### config.mk
export PLATFORM = sky130hd
export DESIGN_NAME = an_pd_ctrl
export DESIGN_NICKNAME = d
export VERILOG_FILES = /design/src/rtl/an_pd_pkg.sv /design/src/rtl/an_pd_ctrl.sv
export SDC_FILE = /design/constraint.sdc
export NUM_CORES = 1
export LEC_CHECK = 0
export BUFFER_PORTS_ARGS = -buffer_cell sky130_fd_sc_hd__clkbuf_2
export CAP_MARGIN = 25
export CORE_ASPECT_RATIO = 0.8
export CORE_MARGIN = 2
export CORE_UTILIZATION = 25
export CTS_CLUSTER_SIZE = 12
export DETAILED_ROUTE_END_ITERATION = 12
export GPL_TIMING_DRIVEN = 0
export HOLD_SLACK_MARGIN = 0.1
export PLACE_DENSITY_LB_ADDON = 0.3
export SLEW_MARGIN = 20
export SYNTH_ARGS = -nofsm -noshare
export SYNTH_HDL_FRONTEND = slang
export SYNTH_SLANG_ARGS = --single-unit
export TNS_END_PERCENT = 1
### constraint.sdc
create_clock -name clk_i -period 2.3 [get_ports clk_i]
set_clock_uncertainty 0.15 [all_clocks]
set_input_delay 0.345 -clock clk_i [delete_from_list [all_inputs] [get_ports clk_i]]
set_output_delay 0.345 -clock clk_i [all_outputs]
set_load 0.01 [all_outputs]
### src/rtl/an_pd_pkg.sv
// shared constants for the auto-negotiation and parallel-detection block
package an_pd_pkg;
    // register numbers on the management port
    localparam logic [4:0]  REG_CTRL   = 5'h00;
    localparam logic [4:0]  REG_STAT   = 5'h01;
    localparam logic [4:0]  REG_ADV    = 5'h04;
    localparam logic [4:0]  REG_LPA    = 5'h05;
    localparam logic [4:0]  REG_EXP    = 5'h06;
    localparam logic [4:0]  REG_SPEC   = 5'h1F;
    // control register fields
    localparam int          CTRL_SRST  = 15;
    localparam int          CTRL_SPD   = 13;
    localparam int          CTRL_ANEN  = 12;
    localparam int          CTRL_RSTRT = 9;
    localparam int          CTRL_DPX   = 8;
    // status, expansion and special status fields
    localparam int          STAT_ANDONE = 5;
    localparam int          STAT_ANABLE = 3;
    localparam int          STAT_LINK   = 2;
    localparam int          EXP_LPAN    = 0;
    localparam int          EXP_PDF     = 4;
    localparam int          SPEC_DONE   = 12;
    localparam int          SPEC_IND_LO = 2;
    // link code word layout
    localparam int          LCW_ACK    = 14;
    localparam int          LCW_TA_LO  = 5;
    localparam logic [4:0]  SEL_8023   = 5'h01;
    localparam logic [3:0]  TA_10HD    = 4'h1;
    localparam logic [3:0]  TA_100HD   = 4'h4;
    // reset values
    localparam logic [3:0]  ADV_RST    = 4'hF;
    localparam logic        ANEN_RST   = 1'b1;
    localparam logic        SPD_RST    = 1'b1;
    localparam logic        DPX_RST    = 1'b1;
    // burst layout and identical-word match count
    localparam int          BURST_SLOTS = 33;
    localparam int          MATCH_NEED  = 3;
    // timing
    localparam int          CLK_NS      = 40;
    localparam int          SLOT_NS     = 62500;
    localparam int          BURST_MS    = 16;
    localparam int          BREAK_MS    = 1200;
    localparam int          TIMEOUT_MS  = 50;
    localparam int          SLOT_CYC    = SLOT_NS / CLK_NS;
    localparam int          BURST_CYC   = BURST_MS * 1000000 / CLK_NS;
    localparam int          BREAK_CYC   = BREAK_MS * 1000000 / CLK_NS;
    localparam int          TIMEOUT_CYC = TIMEOUT_MS * 1000000 / CLK_NS;
    // negotiation states
    typedef enum logic [2:0] {
        ST_FORCED = 3'b000,
        ST_BREAK  = 3'b001,
        ST_ABIL   = 3'b010,
        ST_ACK    = 3'b011,
        ST_LINK   = 3'b100
    } an_st_type;
endpackage

### src/rtl/an_pd_ctrl.sv
// auto-negotiation, parallel detection and carrier/collision control
`timescale 1ns/100ps
module an_pd_ctrl
    import an_pd_pkg::*;
#(
    parameter int          BREAK_CYCLES   = an_pd_pkg::BREAK_CYC,
    parameter int          BURST_CYCLES   = an_pd_pkg::BURST_CYC,
    parameter int          TIMEOUT_CYCLES = an_pd_pkg::TIMEOUT_CYC,
    parameter logic [3:0]  ADV_DEFAULT    = an_pd_pkg::ADV_RST
) (
    input  wire logic        clk_i,
    input  wire logic        resetn_i,
    input  wire logic        pdn_reset_i,
    input  wire logic [4:0]  addr_i,
    input  wire logic [15:0] wdata_i,
    input  wire logic        wr_i,
    input  wire logic        rd_i,
    output logic [15:0]      rdata_o,
    input  wire logic        rx_word_valid_i,
    input  wire logic [15:0] rx_word_i,
    input  wire logic        nlp_detect_i,
    input  wire logic        mlt3_detect_i,
    input  wire logic        rx_signal_i,
    input  wire logic        tx_en_i,
    input  wire logic        rx_active_i,
    output logic             tx_pulse_o,
    output logic             link_up_o,
    output logic             speed100_o,
    output logic             full_duplex_o,
    output logic             an_done_o,
    output logic             crs_o,
    output logic             col_o
);
    import an_pd_pkg::*;

    typedef struct packed {
        an_st_type    st;
        logic         an_en;
        logic         spd_sel;
        logic         dpx_sel;
        logic [3:0]   adv;
        logic [15:0]  lp;
        logic         lp_an;
        logic         pd_fault;
        logic         an_done;
        logic         spd;
        logic         dpx;
        logic         link;
        logic [24:0]  tmr;
        logic [18:0]  gap;
        logic [10:0]  sub;
        logic [5:0]   slot;
        logic [1:0]   mcnt;
        logic         seen;
        logic         pulse;
        logic         crs;
        logic         col;
        logic [15:0]  rdata;
    } state_type;

    localparam state_type RST_S = '{st: ST_ABIL, an_en: ANEN_RST, spd_sel: SPD_RST, dpx_sel: DPX_RST,
                                    adv: ADV_DEFAULT, lp: 16'h0000, lp_an: 1'b0, pd_fault: 1'b0,
                                    an_done: 1'b0, spd: 1'b0, dpx: 1'b0, link: 1'b0, tmr: 25'h0000000,
                                    gap: 19'h00000, sub: 11'h000, slot: 6'h21, mcnt: 2'h0, seen: 1'b0,
                                    pulse: 1'b0, crs: 1'b0, col: 1'b0, rdata: 16'h0000};
    localparam logic [24:0] BRK_END  = 25'(BREAK_CYCLES - 1);
    localparam logic [24:0] TMO_END  = 25'(TIMEOUT_CYCLES - 1);
    localparam logic [18:0] GAP_END  = 19'(BURST_CYCLES - 1);
    localparam logic [10:0] SUB_END  = 11'(SLOT_CYC - 1);
    localparam logic [5:0]  SLOT_NUM = 6'(BURST_SLOTS);
    localparam logic [1:0]  MCNT_END = 2'(MATCH_NEED - 1);

    state_type   s_ff;
    state_type   nxt_s;
    logic [15:0] txw;
    logic [3:0]  com;
    logic        go_abil;
    logic        ctrl_wr;

    ////////////////////////////////////////////////////////////////////////////
    // sent word: no next page, no remote fault
    assign txw = {1'b0, s_ff.st == ST_ACK, 1'b0, 4'h0, s_ff.adv, SEL_8023};
    assign com = s_ff.adv & s_ff.lp[8:5];
    assign ctrl_wr = wr_i && addr_i == REG_CTRL;

    always_comb begin
        nxt_s = s_ff;
        go_abil = 1'b0;
        nxt_s.pulse = 1'b0;
        nxt_s.rdata = 16'h0000;

        // register reads; fault bit latches high and clears on read
        if (rd_i) begin
            case (addr_i)
                REG_CTRL: nxt_s.rdata = {2'b00, s_ff.spd_sel, s_ff.an_en, 3'b000, s_ff.dpx_sel, 8'h00};
                REG_STAT: nxt_s.rdata = {10'h000, s_ff.an_done, 1'b0, 1'b1, s_ff.link, 2'b00};
                REG_ADV:  nxt_s.rdata = {7'h00, s_ff.adv, SEL_8023};
                REG_LPA:  nxt_s.rdata = s_ff.lp;
                REG_EXP: begin
                    nxt_s.rdata = {11'h000, s_ff.pd_fault, 3'b000, s_ff.lp_an};
                    nxt_s.pd_fault = 1'b0;
                end
                REG_SPEC: nxt_s.rdata = {3'b000, s_ff.an_done, 7'h00, s_ff.dpx, s_ff.spd, ~s_ff.spd, 2'b00};
                default:  nxt_s.rdata = 16'h0000;
            endcase
        end

        // burst generator runs only while negotiating
        if (s_ff.st == ST_ABIL || s_ff.st == ST_ACK) begin
            nxt_s.gap = (s_ff.gap == GAP_END) ? 19'h00000 : s_ff.gap + 19'h00001;
            if (s_ff.gap == GAP_END) begin
                nxt_s.slot = 6'h00;
                nxt_s.sub = 11'h000;
            end else if (s_ff.slot < SLOT_NUM) begin
                nxt_s.sub = (s_ff.sub == SUB_END) ? 11'h000 : s_ff.sub + 11'h001;
                if (s_ff.sub == SUB_END)
                    nxt_s.slot = s_ff.slot + 6'h01;
                // even slots frame, odd slot k carries data bit k/2
                if (s_ff.sub == 11'h000)
                    nxt_s.pulse = ~s_ff.slot[0] | txw[s_ff.slot[4:1]];
            end
        end else begin
            nxt_s.gap = 19'h00000;
            nxt_s.slot = SLOT_NUM;
        end

        case (s_ff.st)
            ST_FORCED: begin
                nxt_s.link = rx_signal_i;
                nxt_s.spd = s_ff.spd_sel;
                nxt_s.dpx = s_ff.dpx_sel;
                nxt_s.an_done = 1'b0;
            end
            ST_BREAK: begin
                nxt_s.link = 1'b0;
                nxt_s.tmr = s_ff.tmr + 25'h0000001;
                if (s_ff.tmr == BRK_END)
                    go_abil = 1'b1;
            end
            ST_ABIL: begin
                if (rx_word_valid_i) begin
                    nxt_s.tmr = 25'h0000000;
                    nxt_s.seen = 1'b1;
                    nxt_s.lp_an = 1'b1;
                    nxt_s.lp = rx_word_i;
                    if (s_ff.seen && rx_word_i == s_ff.lp) begin
                        nxt_s.mcnt = s_ff.mcnt + 2'h1;
                        if (s_ff.mcnt == MCNT_END) begin
                            nxt_s.st = ST_ACK;
                            nxt_s.mcnt = 2'h0;
                        end
                    end else begin
                        // a fresh word is already the first of the identical run
                        nxt_s.mcnt = 2'h1;
                    end
                end else if (!s_ff.seen && nlp_detect_i && mlt3_detect_i) begin
                    nxt_s.pd_fault = 1'b1;
                end else if (!s_ff.seen && (nlp_detect_i || mlt3_detect_i)) begin
                    // parallel detection: speed from the line, half duplex
                    nxt_s.st = ST_LINK;
                    nxt_s.link = 1'b1;
                    nxt_s.an_done = 1'b1;
                    nxt_s.spd = mlt3_detect_i;
                    nxt_s.dpx = 1'b0;
                    nxt_s.lp_an = 1'b0;
                    nxt_s.lp = {7'h00, mlt3_detect_i ? TA_100HD : TA_10HD, SEL_8023};
                end else if (s_ff.seen) begin
                    nxt_s.tmr = s_ff.tmr + 25'h0000001;
                    if (s_ff.tmr == TMO_END)
                        go_abil = 1'b1;
                end
            end
            ST_ACK: begin
                if (rx_word_valid_i) begin
                    nxt_s.tmr = 25'h0000000;
                    if (rx_word_i[13:0] != s_ff.lp[13:0]) begin
                        go_abil = 1'b1;
                    end else if (rx_word_i[LCW_ACK]) begin
                        nxt_s.mcnt = s_ff.mcnt + 2'h1;
                        if (s_ff.mcnt == MCNT_END) begin
                            nxt_s.st = ST_LINK;
                            nxt_s.link = 1'b1;
                            nxt_s.an_done = 1'b1;
                            // control speed/duplex bits play no part here
                            if (com[3]) begin
                                nxt_s.spd = 1'b1;
                                nxt_s.dpx = 1'b1;
                            end else if (com[2]) begin
                                nxt_s.spd = 1'b1;
                                nxt_s.dpx = 1'b0;
                            end else if (com[1]) begin
                                nxt_s.spd = 1'b0;
                                nxt_s.dpx = 1'b1;
                            end else if (com[0]) begin
                                nxt_s.spd = 1'b0;
                                nxt_s.dpx = 1'b0;
                            end else begin
                                go_abil = 1'b1;
                            end
                        end
                    end
                end else begin
                    nxt_s.tmr = s_ff.tmr + 25'h0000001;
                    if (s_ff.tmr == TMO_END)
                        go_abil = 1'b1;
                end
            end
            ST_LINK: begin
                if (!rx_signal_i)
                    go_abil = 1'b1;
            end
            default: go_abil = 1'b1;
        endcase

        if (pdn_reset_i && s_ff.an_en)
            go_abil = 1'b1;

        if (go_abil) begin
            nxt_s.st = ST_ABIL;
            nxt_s.tmr = 25'h0000000;
            nxt_s.mcnt = 2'h0;
            nxt_s.seen = 1'b0;
            nxt_s.link = 1'b0;
            nxt_s.an_done = 1'b0;
        end

        // software writes take priority over the negotiation flow
        if (wr_i && addr_i == REG_ADV)
            nxt_s.adv = wdata_i[8:5];
        if (ctrl_wr) begin
            nxt_s.an_en = wdata_i[CTRL_ANEN];
            nxt_s.spd_sel = wdata_i[CTRL_SPD];
            nxt_s.dpx_sel = wdata_i[CTRL_DPX];
            if (!wdata_i[CTRL_ANEN]) begin
                nxt_s.st = ST_FORCED;
            end else if (wdata_i[CTRL_RSTRT]) begin
                // hold everything quiet long enough for the partner to drop too
                nxt_s.st = ST_BREAK;
                nxt_s.tmr = 25'h0000000;
                nxt_s.link = 1'b0;
                nxt_s.an_done = 1'b0;
                nxt_s.seen = 1'b0;
                nxt_s.mcnt = 2'h0;
            end else if (!s_ff.an_en) begin
                nxt_s.st = ST_ABIL;
                nxt_s.tmr = 25'h0000000;
                nxt_s.seen = 1'b0;
                nxt_s.mcnt = 2'h0;
                nxt_s.link = 1'b0;
            end
            if (wdata_i[CTRL_SRST]) begin
                nxt_s = RST_S;
                nxt_s.adv = ADV_DEFAULT;
            end
        end

        nxt_s.crs = rx_active_i | (tx_en_i & ~s_ff.dpx);
        nxt_s.col = tx_en_i & rx_active_i & ~s_ff.dpx;
    end

    always_ff @(posedge clk_i or negedge resetn_i) begin
        if (!resetn_i)
            s_ff <= RST_S;
        else
            s_ff <= nxt_s;
    end

    assign rdata_o       = s_ff.rdata;
    assign tx_pulse_o    = s_ff.pulse;
    assign link_up_o     = s_ff.link;
    assign speed100_o    = s_ff.spd;
    assign full_duplex_o = s_ff.dpx;
    assign an_done_o     = s_ff.an_done;
    assign crs_o         = s_ff.crs;
    assign col_o         = s_ff.col;

    ////////////////////////////////////////////////////////////////////////////
    chk_word_fields: assert property (@(posedge clk_i) disable iff (!resetn_i)
        rd_i && addr_i == REG_ADV |=> rdata_o[4:0] == SEL_8023 && rdata_o[8:5] == $past(s_ff.adv))
        else $error("advertised word fields wrong");

    chk_ack_bit: assert property (@(posedge clk_i) disable iff (!resetn_i)
        s_ff.st == ST_ACK && $past(s_ff.st) == ST_ABIL
        |-> $past(rx_word_valid_i && s_ff.seen && rx_word_i == s_ff.lp && s_ff.mcnt == MCNT_END))
        else $error("acknowledge entered without match");

    chk_ack_change: assert property (@(posedge clk_i) disable iff (!resetn_i)
        s_ff.st == ST_ACK && rx_word_valid_i && rx_word_i[13:0] != s_ff.lp[13:0] && !wr_i
        |=> s_ff.st == ST_ABIL && !s_ff.link)
        else $error("changed word did not restart");

    chk_restart_break: assert property (@(posedge clk_i) disable iff (!resetn_i)
        ctrl_wr && wdata_i[CTRL_ANEN] && wdata_i[CTRL_RSTRT] && !wdata_i[CTRL_SRST]
        |=> s_ff.st == ST_BREAK && !s_ff.link ##1 !s_ff.pulse)
        else $error("restart did not enter break");

    chk_break_len: assert property (@(posedge clk_i) disable iff (!resetn_i)
        s_ff.st == ST_ABIL && $past(s_ff.st) == ST_BREAK |-> $past(s_ff.tmr) == BRK_END)
        else $error("break timer cut short");

    chk_best_mode: assert property (@(posedge clk_i) disable iff (!resetn_i)
        s_ff.st == ST_ACK && rx_word_valid_i && rx_word_i[LCW_ACK] && rx_word_i[13:0] == s_ff.lp[13:0]
        && s_ff.mcnt == MCNT_END && com[3] && !wr_i && !pdn_reset_i
        |=> s_ff.spd && s_ff.dpx && s_ff.link && s_ff.st == ST_LINK)
        else $error("resolution not highest mode");

    chk_forced_mode: assert property (@(posedge clk_i) disable iff (!resetn_i)
        s_ff.st == ST_FORCED ##1 s_ff.st == ST_FORCED
        |-> s_ff.spd == $past(s_ff.spd_sel) && s_ff.dpx == $past(s_ff.dpx_sel))
        else $error("forced mode not applied");

    chk_pd_link: assert property (@(posedge clk_i) disable iff (!resetn_i)
        s_ff.st == ST_ABIL && !s_ff.seen && !rx_word_valid_i && (nlp_detect_i ^ mlt3_detect_i)
        && !wr_i && !pdn_reset_i
        |=> s_ff.link && !s_ff.dpx && !s_ff.lp_an && s_ff.spd == $past(mlt3_detect_i))
        else $error("parallel detect link wrong");

    chk_pd_fault: assert property (@(posedge clk_i) disable iff (!resetn_i)
        s_ff.st == ST_ABIL && !s_ff.seen && !rx_word_valid_i && nlp_detect_i && mlt3_detect_i
        && !(wr_i && addr_i == REG_CTRL) |=> s_ff.pd_fault)
        else $error("fault bit not set");

    chk_loss_restart: assert property (@(posedge clk_i) disable iff (!resetn_i)
        s_ff.st == ST_LINK && !rx_signal_i && !ctrl_wr |=> s_ff.st == ST_ABIL && !s_ff.link)
        else $error("no restart on signal loss");

    chk_col_dup: assert property (@(posedge clk_i) disable iff (!resetn_i)
        s_ff.col |-> $past(tx_en_i && rx_active_i && !s_ff.dpx))
        else $error("collision in full duplex");

    chk_crs_rx: assert property (@(posedge clk_i) disable iff (!resetn_i)
        rx_active_i |=> s_ff.crs)
        else $error("carrier sense missed");

    // full duplex must not raise carrier on our own transmit
    chk_fdx_crs: assert property (@(posedge clk_i) disable iff (!resetn_i)
        s_ff.dpx && !rx_active_i |=> !s_ff.crs)
        else $error("carrier raised by transmit in full duplex");

    chk_quiet_break: assert property (@(posedge clk_i) disable iff (!resetn_i)
        s_ff.st == ST_BREAK |=> !s_ff.pulse)
        else $error("pulse sent during break");

    chk_rstrt_reads0: assert property (@(posedge clk_i) disable iff (!resetn_i)
        rd_i && addr_i == REG_CTRL |=> !rdata_o[CTRL_RSTRT] && !rdata_o[CTRL_SRST])
        else $error("self clearing bit reads one");

    chk_adv_no_restart: assert property (@(posedge clk_i) disable iff (!resetn_i)
        wr_i && addr_i == REG_ADV && s_ff.st == ST_LINK && rx_signal_i && !pdn_reset_i
        |=> s_ff.st == ST_LINK && s_ff.link)
        else $error("advertisement write restarted");

    chk_enable_off: assert property (@(posedge clk_i) disable iff (!resetn_i)
        ctrl_wr && !wdata_i[CTRL_ANEN] && !wdata_i[CTRL_SRST] |=> s_ff.st == ST_FORCED && !s_ff.an_en)
        else $error("disable did not force mode");

    chk_pdn_restart: assert property (@(posedge clk_i) disable iff (!resetn_i)
        pdn_reset_i && s_ff.an_en && !ctrl_wr |=> s_ff.st == ST_ABIL && !s_ff.link)
        else $error("power-down reset did not restart");

endmodule // an_pd_ctrl

Word level (Yosys, flattened, before mapping)
Cells that the tools add are included.
W data, S select, Z words.
{ "word_totals": {"register_bits": 115, "in_bits": 48, "output_inout_bits": 23, "elab_cells": 162} }
{ "classes": {"n_reduce_logical": 13, "n_eq_ne": 16, "n_addsub": 5, "order_cmp": 2, "bitwise_logic": 9, "muxes": 95} }
{ "ops": {"columns": ["operator", "n"], "rows": [
  ["$mux W115", 2],
  ["$mux W26", 4],
  ["$mux W25", 4],
  ["$pmux W16 S6", 1],
  ["$mux W17", 5],
  ["$pmux W25 S3", 1],
  ["$mux W3", 19],
  ["$mux W19", 2],
  ["$mux W29", 1],
  ["$mux W1", 28],
  ["$add A25 B1 Y25 const B", 1],
  ["$eq A25 B21 Y1 const B", 1],
  ["$eq A25 B25 Y1 const B", 1],
  ["$mux W4", 6],
  ["$mux W11", 2],
  ["$add A19 B1 Y19 const B", 1],
  ["$eq A19 B19 Y1 const B", 1],
  ["$mux W18", 1],
  ["$mux W2", 9],
  ["$eq A16 B16 Y1", 1],
  ["$mux W16", 1],
  ["$eq A5 B3 Y1 const B", 3],
  ["$ne A14 B14 Y1", 1],
  ["$mux W6", 2],
  ["29 further kinds", 42]
]} }

Longest topological paths before layout
Gate-level depths: netlist of the first run.
{ "logic_depth": {"ltp_word": 17, "depth_mapped": 9, "ltp_nobuf": 8} }

Worst setup path after synthesis of the first run
Ideal clock, no wire load.
{ "synth_path": {"kind": "flip-flop to flip-flop", "startpoint": "register s_ff[23] (netlist bit)", "endpoint": "register s_ff[29] (netlist bit)", "n_path_buf": 1, "required_time_ps": 2029, "synth_period_minus_slack_ps": 2234, "path_stages_with_launch": 10, "setup_slack_ps": 66, "setup_ps": 121, "arrival_ps": 1963, "cell_sequence": "dfrtp_1 -> inv_1 -> ha_1 -> or4b_4 -> and2_1 -> nor3_4 -> o21ai_0 -> nand2_1 -> buf_2 -> nor2_1"} }
{ "synth_rtl": {"columns": ["item", "line", "text"], "rows": [
  ["start, declared", "an_pd_ctrl.sv:73", "state_type s_ff;"],
  ["start signal, assigned", "an_pd_ctrl.sv:265", "s_ff <= nxt_s;"]
]} }

==> results.py, run 1 <==
metrics = {
    "route": {
        "vias": 5657,
        "firstDrtPassIters": 7,
        "drc": 0,
        "wl_per_cell_um": 16.16,
        "viasPerCell": 4.868,
        "routed_wl_um": 18780,
        "antenna_left": 0,
        "drt_iter0_markers": 485,
    },
    "logic_synthesis": {
        "ys_warn_count": 0,
        "synth-edff-count": 0,
        "syn_area_per_cell_um2": 9.078,
        "synth_seq_cells": 115,
        "synth.net_count": 767,
        "synth_cells": 709,
        "syn-cell-area_mm2": 0.006436,
        "ys_seq_area_frac": 0.4491,
        "ys.flop_type": "dfrtp_1",
        "synthArstFlopShare": 1.000,
        "ys_types": 63,
    },
    "setup_path": {
        "rr_worst_depth": 8,
        "end_kind": "flip-flop",
        "cp_slowest_cell": "dfrtp_1",
        "worst_path_most_repeated_cell": "buf_4",
        "r2r_end": "s_ff[20]",
        "reg2reg_from": "s_ff[101]",
        "crit_type": "flip-flop to flip-flop",
        "r2r_setup_slack_ns": -0.008,
        "cp.arrival_ns": 2.50,
        "critPathBufInv": 2,
        "slowest_delay_ns": 0.45,
        "cp.required_ns": 2.49,
        "path_cells": "xor2_1 -> nor4_2 -> nand4_2 -> o211ai_4 -> o211ai_1 -> buf_4 -> buf_4 -> a31oi_1",
        "path_delay_family": "compound AO/OA/AOI/OAI gates",
        "crit_path_start_kind": "flip-flop",
        "critPathMaxFanout": 5,
    },
    "timing": {
        "max_freq_mhz": 433.3,
        "finalHoldViolCount": 0,
        "worst_slack_ns": -0.008030,
        "relSlewSlack": 0.5654,
        "setup_violations": 3,
        "timing.final.crit_share": 1.003,
        "slew_violations": 0,
        "worst_slew_pin_slew_ns": 0.6519,
        "layout_min_cycle_time_ns": 2.308,
        "rsz0062_at_grt": "yes",
    },
    "finish": {
        "drive_above_1_share": 0.2411,
        "fill_cells": 2630,
        "instances_no_fill": 1162,
        "layout.nets": 885,
        "area_growth_pct": 29.72,
        "n_antenna_cell": 0,
        "utilization": 0.3299,
    },
    "min_path": {
        "hp-start": "rx_word_i[6]",
        "whs_endpoint": "s_ff[95]",
        "holdPathStages": 3,
        "min_path_type": "input pin to flip-flop",
    },
    "clock_tree": {
        "htreeDepth": 4,
        "numCtsBuffers": 17,
        "max-clock-path-buffers": 2,
        "cts_tree": "done",
        "clock_sinks": 115,
        "clk_pin_slew_ns": 0.06,
        "root_buffer": "clkbuf_16",
        "clock_latency_ns": 0.42,
    },
    "pwr": {
        "power_w": 0.007532,
        "power_density_mw_per_mm2": 902.1,
        "peakVddDrop_mv": 0.6058,
        "power.leakage_nw": 3.708,
    },
    "grt": {
        "top_usage_layer": "met1",
        "grtUsageMet1": 0.2130,
        "grt_util_all_layers": 0.1409,
        "grt_util_met3": 0.02759,
        "antenna_found_initial": 0,
        "gr-usage-met2": 0.2034,
        "grt_pass1_vias": 5397,
        "grt_max_degree": 70,
        "grt_pass1_wl_um": 29730,
        "grt_overflow_total": 0,
    },
    "placement": {
        "io_buffer_count": 61,
        "hpwl_um": 12920,
        "placedCellCount": 1095,
        "gp_congestion": 0.8123,
    },
    "floorplanning": {
        "die-area_mm2": 0.02705,
        "die_width_um": 183.4,
        "initial_core_util": 0.2543,
        "die_y_um": 147.5,
        "coreArea_mm2": 0.02531,
        "io_pins": 71,
        "rows": 52,
    },
    "run_status": {
        "violations": "negative setup slack",
        "status": "finished, violations left",
    },
    "run": {
        "maxCapViolCount": 0,
    },
}
## synthesized netlist by cell type (all sizes together), types with 16 or more instances
cell | number | area [um2]
a22oi | 17 | 127.6
dfrtp | 105 | 2628
xor2 | 37 | 324.1
nand2 | 62 | 232.7
buf | 31 | 205.2
nand3 | 19 | 95.09
o21ai | 39 | 195.2
nor2 | 106 | 397.9
a21oi | 40 | 211.5
and3 | 16 | 100.1
inv | 19 | 71.32
nor3 | 20 | 116.4
## layer usage
| layer | vias to the layer above | part of all wire | routed length, um |
|---|---|---|---|
| li1 | 2752 | - | - |
| met1 | 2736 | 0.51 | 9545 |
| met2 | 158 | 0.44 | 8188 |
| met3 | 11 | 0.047 | 886 |
| met4 | 0 | 0.0085 | 160 |
| met5 | - | 0 | 0 |
## stage by stage
step                      hold slack, ns  worst slack, ns  setup TNS, ns  instance area, um2
after floorplan                  -0.1006          0.06586              0                6436
after global placement            0.2957           -1.215        -152.65                7147
after detailed placement          0.1770          -0.4476         -24.76                7183
after CTS                         0.1068         -0.07829        -0.7001                8085
after global routing              0.1295          -0.1275         -2.805                8349
final                             0.1131        -0.008030       -0.01002                8349
## placed cells by master, fill, tap and decap left out, drive strengths merged, types with 20 or more instances in the layout
master	Yosys	routed
a21oi	40	40
dfrtp	105	105
dlygate4sd3	0	23
o21ai	39	39
nor2	106	106
clkbuf	14	95
nor3	20	20
nand2	62	62
buf	31	46
xor2	37	37
## where the power goes
part / internal, W / switching, W
Combinational: 0.000813 / 0.00135
Clock: 0.00174 / 0.000964
Sequential: 0.00234 / 0.000329
Total: 0.00489 / 0.00264
## worst min-delay path, cell delays in order
cell and delay (ns):
clkbuf_2 0.12, a22oi_1 0.09, nor2_1 0.09
## repair_timing
action,CTS,global route
hold endpoints to repair,67,0
resized for setup,21,49
hold buffers,23,0
buffers inserted,2,13
endpoints found under the setup margin,73,83
gates cloned,0,2
pin swaps,6,14
## state kept, by name, summed over array words and instances, names as in the netlist
name	cells
full_duplex_o	1
speed100_o	1
an_done_o	1
rdata_o	16
crs_o	1
col_o	1
s_ff	92
link_up_o	1
tx_pulse_o	1
## kinds of logic after synthesis
logic type | after synthesis | synth area share
multiplexers | 12 | 0.01905
AND/OR/NAND/NOR | 311 | 0.2449
flip-flops | 115 | 0.4491
adder cells (fa/ha/maj) | 10 | 0.01944
buffers and inverters | 64 | 0.05113
XOR/XNOR | 48 | 0.06532
AO/OA/AOI/OAI | 149 | 0.1511
## worst max-delay path by stage
| stage | startpoint | endpoint | cells past startpoint | slack, ns |
|---|---|---|---|---|
| 3_3_place_gp | resetn_i | s_ff[98] | 1 | -1.22 |
| 3_5_place_dp | addr_i[3] | s_ff[61] | 7 | -0.45 |
| 4_1_cts | s_ff[113] | s_ff[61] | 8 | -0.08 |
| 6_report | s_ff[101] | s_ff[20] | 8 | -0.008 |
| 2_1_floorplan | s_ff[23] | s_ff[29] | 9 | 0.07 |
| 5_1_grt | s_ff[90] | s_ff[61] | 8 | -0.13 |
## area by class of cell
| class | instances | area (um2) | area share |
|---|---|---|---|
| multi-input combinational | 530 | 3401 | 0.4073 |
| sequential | 115 | 2897 | 0.3469 |
| timing repair buffer | 102 | 704.4 | 0.08437 |
| clock buffer | 20 | 456.7 | 0.05470 |
| tap | 324 | 405.4 | 0.04855 |
| buffer | 42 | 280.3 | 0.03357 |
| clock inverter | 10 | 133.9 | 0.01603 |
| inverter | 19 | 71.32 | 0.008542 |
Note: power is estimated with default switching activity, not from simulation.
==> run 2: changes to the inputs <==
- RECOVER_POWER: unset -> 25
- TNS_END_PERCENT: 1 -> unset
==> results.py, run 2 (synthesis results as in run 1) <==
metrics = {
    "setup_path": {
        "end_kind": "flip-flop",
        "rr_worst_depth": 7,
        "crit_end": "s_ff[61]",
        "crit_type": "flip-flop to flip-flop",
        "critPathLaunch": "s_ff[114]",
        "reg2reg_from": "s_ff[114]",
        "slowest_delay_ns": 0.38,
        "cp.required_ns": 2.49,
        "path_cells": "buf_2 -> nor2_1 -> and3_1 -> or2_2 -> clkbuf_2 -> o21ai_0 -> a21oi_2",
        "critPathMaxFanout": 10,
        "r2r_end": "s_ff[61]",
        "crit_path_start_kind": "flip-flop",
        "cp_slowest_cell": "dfrtp_1",
        "r2r_setup_slack_ns": 0.04,
        "cp.arrival_ns": 2.46,
    },
    "run_status": {
        "status": "completed",
    },
    "clock_tree": {
        "clk_pin_slew_ns": 0.06,
        "max-clock-path-buffers": 2,
        "clock_latency_ns": 0.42,
        "htreeDepth": 4,
        "clock_sinks": 115,
        "cts_tree": "done",
        "root_buffer": "clkbuf_16",
        "numCtsBuffers": 17,
    },
    "grt": {
        "grt_pass1_wl_um": 29770,
        "antenna_found_initial": 0,
        "grt_pass1_vias": 5414,
        "grt_max_degree": 70,
        "grt_overflow_total": 0,
        "grt_util_all_layers": 0.1411,
    },
    "finish": {
        "area_growth_pct": 29.10,
        "instances_no_fill": 1165,
        "fin_area_mm2": 0.008309,
        "regMostFlops": "s_ff",
        "most-common-layout-cells": "nor2_1 (102), dfrtp_1 (102), clkbuf_2 (66)",
        "n_antenna_cell": 0,
        "largest_reg_flops": 92,
        "layout.nets": 888,
        "drive_above_1_share": 0.2342,
    },
    "timing": {
        "finalHoldViolCount": 0,
        "hold-worst-slack_ns": 0.1169,
        "max_freq_mhz": 441.5,
        "layout_min_cycle_time_ns": 2.265,
        "timing.final.crit_share": 0.9847,
        "rsz0062_at_grt": "yes",
        "slew_violations": 0,
        "worst_slack_ns": 0.03519,
        "worst_slew_pin_slew_ns": 1.211,
        "relSlewSlack": 0.1923,
        "setup_violations": 0,
    },
    "placement": {
        "place_ws_ns": -0.4476,
        "gp_congestion": 0.8123,
        "dpl_cell_area_mm2": 0.007183,
        "hpwl_um": 12920,
        "io_buffer_count": 61,
        "placedCellCount": 1095,
    },
    "route": {
        "drc": 0,
        "met3_length_um": 842,
        "vias": 5687,
        "route.met2.wl_um": 8094,
        "routed_wl_um": 18630,
        "viasPerCell": 4.882,
        "wl_per_cell_um": 15.99,
        "wl_met1_um": 9515,
        "firstDrtPassIters": 5,
        "drt_iter0_markers": 430,
        "top_layer": "met4",
        "antenna_left": 0,
    },
    "floorplanning": {
        "die_y_um": 147.5,
        "rows": 52,
        "die-area_mm2": 0.02705,
        "initial_core_util": 0.2543,
        "coreArea_mm2": 0.02531,
        "io_pins": 71,
        "die_width_um": 183.4,
    },
    "run": {
        "maxCapViolCount": 0,
    },
    "pwr": {
        "power_density_mw_per_mm2": 899.0,
        "peakVddDrop_mv": 0.5667,
        "power.leakage_nw": 3.707,
    },
    "min_path": {
        "holdPathStages": 3,
        "min_path_type": "input pin to flip-flop",
    },
}
run 2: cell types whose count changed in the layout (fill, tap and decap cells not counted), moves of 2 or more:
cell     before  now
o21ai_1       5    3
buf_8         0    2
buf_4        34   38
o21ai_0      34   36
dfrtp_1     100  102
a21oi_2       7    3
dfrtp_2       5    3
a21oi_1      32   36
run 2: area by class of cell:
| type | count | area, um2 |
|---|---|---|
| tap | 324 | 405.4 |
| buffer | 42 | 272.8 |
| clock buffer | 20 | 456.7 |
| timing repair buffer | 105 | 708.2 |
| fill | 2639 | 17000 |
| inverter | 19 | 71.32 |
| clock inverter | 10 | 133.9 |
| sequential | 115 | 2894 |
| multi-input combinational | 530 | 3367 |
run 2: power breakdown:
group          internal [W]  leakage (nW)  switching (W)
Clock               0.00174         0.288       0.000960
Combinational      0.000781          1.90        0.00133
Sequential          0.00234          1.52       0.000324
run 2: how the worst min path moves through the flow:
stage,startpoint,to,slack [ns]
after floorplan,resetn_i,an_done_o,-0.10
after global placement,s_ff[39],s_ff[39],0.30
after detailed placement,resetn_i,s_ff[36],0.18
after CTS,addr_i[2],rdata_o[0],0.11
after global routing,rx_word_i[6],s_ff[95],0.13
final,rx_word_i[6],s_ff[95],0.12
run 2: per-stage QoR:
step | utilization | TNS [ns] | total power [W]
2_1_floorplan | - | 0 | 0.003853
3_3_place_gp | 0.2824 | -152.65 | 0.004562
3_5_place_dp | 0.2838 | -24.76 | 0.004579
4_1_cts | 0.3213 | 0 | 0.007439
5_1_grt | 0.3283 | -2.592 | 0.007895
6_report | 0.3283 | 0 | 0.007470
run 2: per-layer routing:
layer  GRT usage  up-vias
met5           0        -
met1      0.2130     2785
li1            -     2756
met4     0.03720        0
met3     0.02759       12
met2      0.2040      134
run 2: critical path, delay by kind of cell, from the launching register on:
kind	cells	cell delay [ns]
AND/OR/NAND/NOR	3	0.88
buffers and inverters	2	0.48
flip-flops	1	0.38
AO/OA/AOI/OAI	2	0.31
run 2: timing repair:
item | in CTS | in global routing
cloned | 0 | 1
endpoints found under the setup margin | 73 | 81
hold buffers | 23 | 0
gates resized for setup | 24 | 31
hold endpoints to repair | 67 | 0
pin swaps | 8 | 12
buffers inserted | 6 | 13
==> run 3: changes to the inputs <==
- CORE_MARGIN: 2 -> 1.5
==> results.py, run 3 (synthesis results as in run 1) <==
metrics = {
    "placement": {
        "placedCellCount": 1095,
        "gp_congestion": 0.8273,
        "io_buffer_count": 61,
        "hpwl_um": 12790,
    },
    "grt": {
        "grt_pass1_vias": 5482,
        "grt_pass1_wl_um": 29720,
        "grt_overflow_total": 0,
        "antenna_found_initial": 0,
        "grt_util_all_layers": 0.1419,
        "grt_max_degree": 67,
    },
    "floorplanning": {
        "coreArea_mm2": 0.02531,
        "die_width_um": 182.4,
        "die-area_mm2": 0.02672,
        "rows": 52,
        "initial_core_util": 0.2543,
        "io_pins": 71,
        "die_y_um": 146.5,
    },
    "route": {
        "drc": 0,
        "antenna_left": 0,
        "viasPerCell": 4.874,
        "wl_per_cell_um": 15.73,
        "vias": 5654,
        "drt_iter0_markers": 475,
        "firstDrtPassIters": 5,
        "routed_wl_um": 18240,
    },
    "clock_tree": {
        "htreeDepth": 4,
        "numCtsBuffers": 17,
        "cts_tree": "done",
        "root_buffer": "clkbuf_16",
        "clock_sinks": 115,
        "clock_latency_ns": 0.42,
        "max-clock-path-buffers": 2,
        "clk_pin_slew_ns": 0.05,
    },
    "timing": {
        "slew_violations": 0,
        "max_freq_mhz": 426.2,
        "setup_violations": 5,
        "timing.final.crit_share": 1.020,
        "worst_slack_ns": -0.04655,
        "worst_slew_pin_slew_ns": 1.327,
        "hold-worst-slack_ns": 0.1135,
        "layout_min_cycle_time_ns": 2.347,
        "relSlewSlack": 0.1156,
        "finalHoldViolCount": 0,
        "rsz0062_at_grt": "yes",
    },
    "setup_path": {
        "cp.required_ns": 2.49,
        "slowest_delay_ns": 0.41,
        "path_delay_family": "simple AND/OR/NAND/NOR gates",
        "cp.arrival_ns": 2.54,
        "path_cells": "xor2_2 -> nor4_2 -> nand4_2 -> buf_4 -> buf_6 -> or3_4 -> a2bb2oi_1 -> o21ai_1",
        "critPathBufInv": 2,
        "crit_path_start_kind": "flip-flop",
        "r2r_end": "s_ff[112]",
        "reg2reg_from": "s_ff[90]",
        "crit_type": "flip-flop to flip-flop",
        "end_kind": "flip-flop",
        "cp_slowest_cell": "dfrtp_1",
        "rr_worst_depth": 8,
        "r2r_setup_slack_ns": -0.05,
        "critPathMaxFanout": 3,
    },
    "finish": {
        "final_common_cell": "nor2_1",
        "drive_above_1_share": 0.2416,
        "area_growth_pct": 28.29,
        "layout.nets": 883,
        "instances_no_fill": 1160,
        "regMostFlops": "s_ff",
        "most-common-layout-cells": "nor2_1 (101), dfrtp_1 (99), clkbuf_2 (65)",
        "n_antenna_cell": 0,
        "largest_reg_flops": 92,
    },
    "pwr": {
        "p_clk_frac": 0.336,
        "p_sw_w": 0.002622,
        "pwr-share-seq": 0.364,
        "power.share.combinational": 0.300,
        "power.leakage_nw": 3.680,
        "swShare": 0.3580,
        "power_density_mw_per_mm2": 887.0,
        "peakVddDrop_mv": 0.5921,
        "p_int_w": 0.004701,
    },
    "run": {
        "maxCapViolCount": 0,
    },
    "min_path": {
        "hp-start": "rx_word_i[0]",
        "whs_endpoint": "s_ff[89]",
        "holdPathStages": 3,
        "min_path_type": "input pin to flip-flop",
    },
    "run_status": {
        "violations": "negative setup slack",
        "status": "finished, violations left",
    },
}
[run 3: cell count changes in the layout (fill, tap and decap cells not counted), moves of 3 or more]
cell | previous run | this run
and2_0 | 0 | 4
dfrtp_2 | 3 | 6
dfrtp_1 | 102 | 99
and2_1 | 11 | 7
a21oi_2 | 3 | 6
a21oi_1 | 36 | 33
[run 3: layout make-up]
type | instances | area, um2
fill | 2621 | 17050
multi-input combinational | 530 | 3392
sequential | 115 | 2898
timing repair buffer | 101 | 688.2
clock buffer | 21 | 460.4
tap | 324 | 405.4
buffer | 41 | 257.7
clock inverter | 9 | 83.83
inverter | 19 | 71.32
[run 3: worst min-delay path, delay by kind of cell]
family / cells / cell delay, ns
buffers and inverters: 1 / 0.10
AO/OA/AOI/OAI: 2 / 0.19
[run 3: routing by layer]
layer | vias up | global-route usage | routed length [um]
li1 | 2750 | - | -
met1 | 2744 | 0.2080 | 9366
met2 | 144 | 0.2017 | 7718
met3 | 16 | 0.04216 | 970
met4 | 0 | 0.03512 | 185
met5 | - | 0 | 0
[run 3: power groups by stage]
| stage | Combinational [W] | Clock [W] | Sequential (W) |
|---|---|---|---|
| 4_1_cts | 0.00208 | 0.00251 | 0.00265 |
| 2_1_floorplan | 0.00127 | 0 | 0.00258 |
| 3_3_place_gp | 0.00188 | 0 | 0.00268 |
| 6_report | 0.00220 | 0.00246 | 0.00267 |
| 5_1_grt | 0.00244 | 0.00260 | 0.00272 |
| 3_5_place_dp | 0.00189 | 0 | 0.00268 |
[run 3: repair_timing]
action / 4_1_cts / 5_1_grt
hold buffers: 22 / 0
hold endpoints to repair: 70 / 0
buffers inserted: 10 / 8
resized for setup: 26 / 43
pin swaps: 6 / 13
setup endpoints to repair: 74 / 85
[run 3: worst max-delay path by stage]
stage / slack, ns / from / endpoint / cells past startpoint
finish: -0.05 / s_ff[90] / s_ff[112] / 8
global route: -0.15 / s_ff[90] / s_ff[78] / 8
CTS: -0.007 / s_ff[58] / s_ff[61] / 9
detailed placement: -0.47 / addr_i[3] / s_ff[61] / 7
global placement: -1.21 / resetn_i / rdata_o[10] / 1
floorplan: 0.07 / s_ff[23] / s_ff[29] / 9
[run 3: stage by stage]
| stage | utilization | setup TNS (ns) | total power [W] | worst slack, ns | instance area [um2] |
|---|---|---|---|---|---|
| final | 0.3262 | -0.1138 | 0.007323 | -0.04655 | 8257 |
| after global routing | 0.3262 | -3.360 | 0.007757 | -0.1450 | 8257 |
| after CTS | 0.3203 | -0.006763 | 0.007241 | -0.006763 | 8107 |
| after detailed placement | 0.2838 | -25.63 | 0.004570 | -0.4680 | 7183 |
| after global placement | 0.2824 | -151.93 | 0.004561 | -1.206 | 7147 |
| after floorplan | - | 0 | 0.003853 | 0.06586 | 6436 |
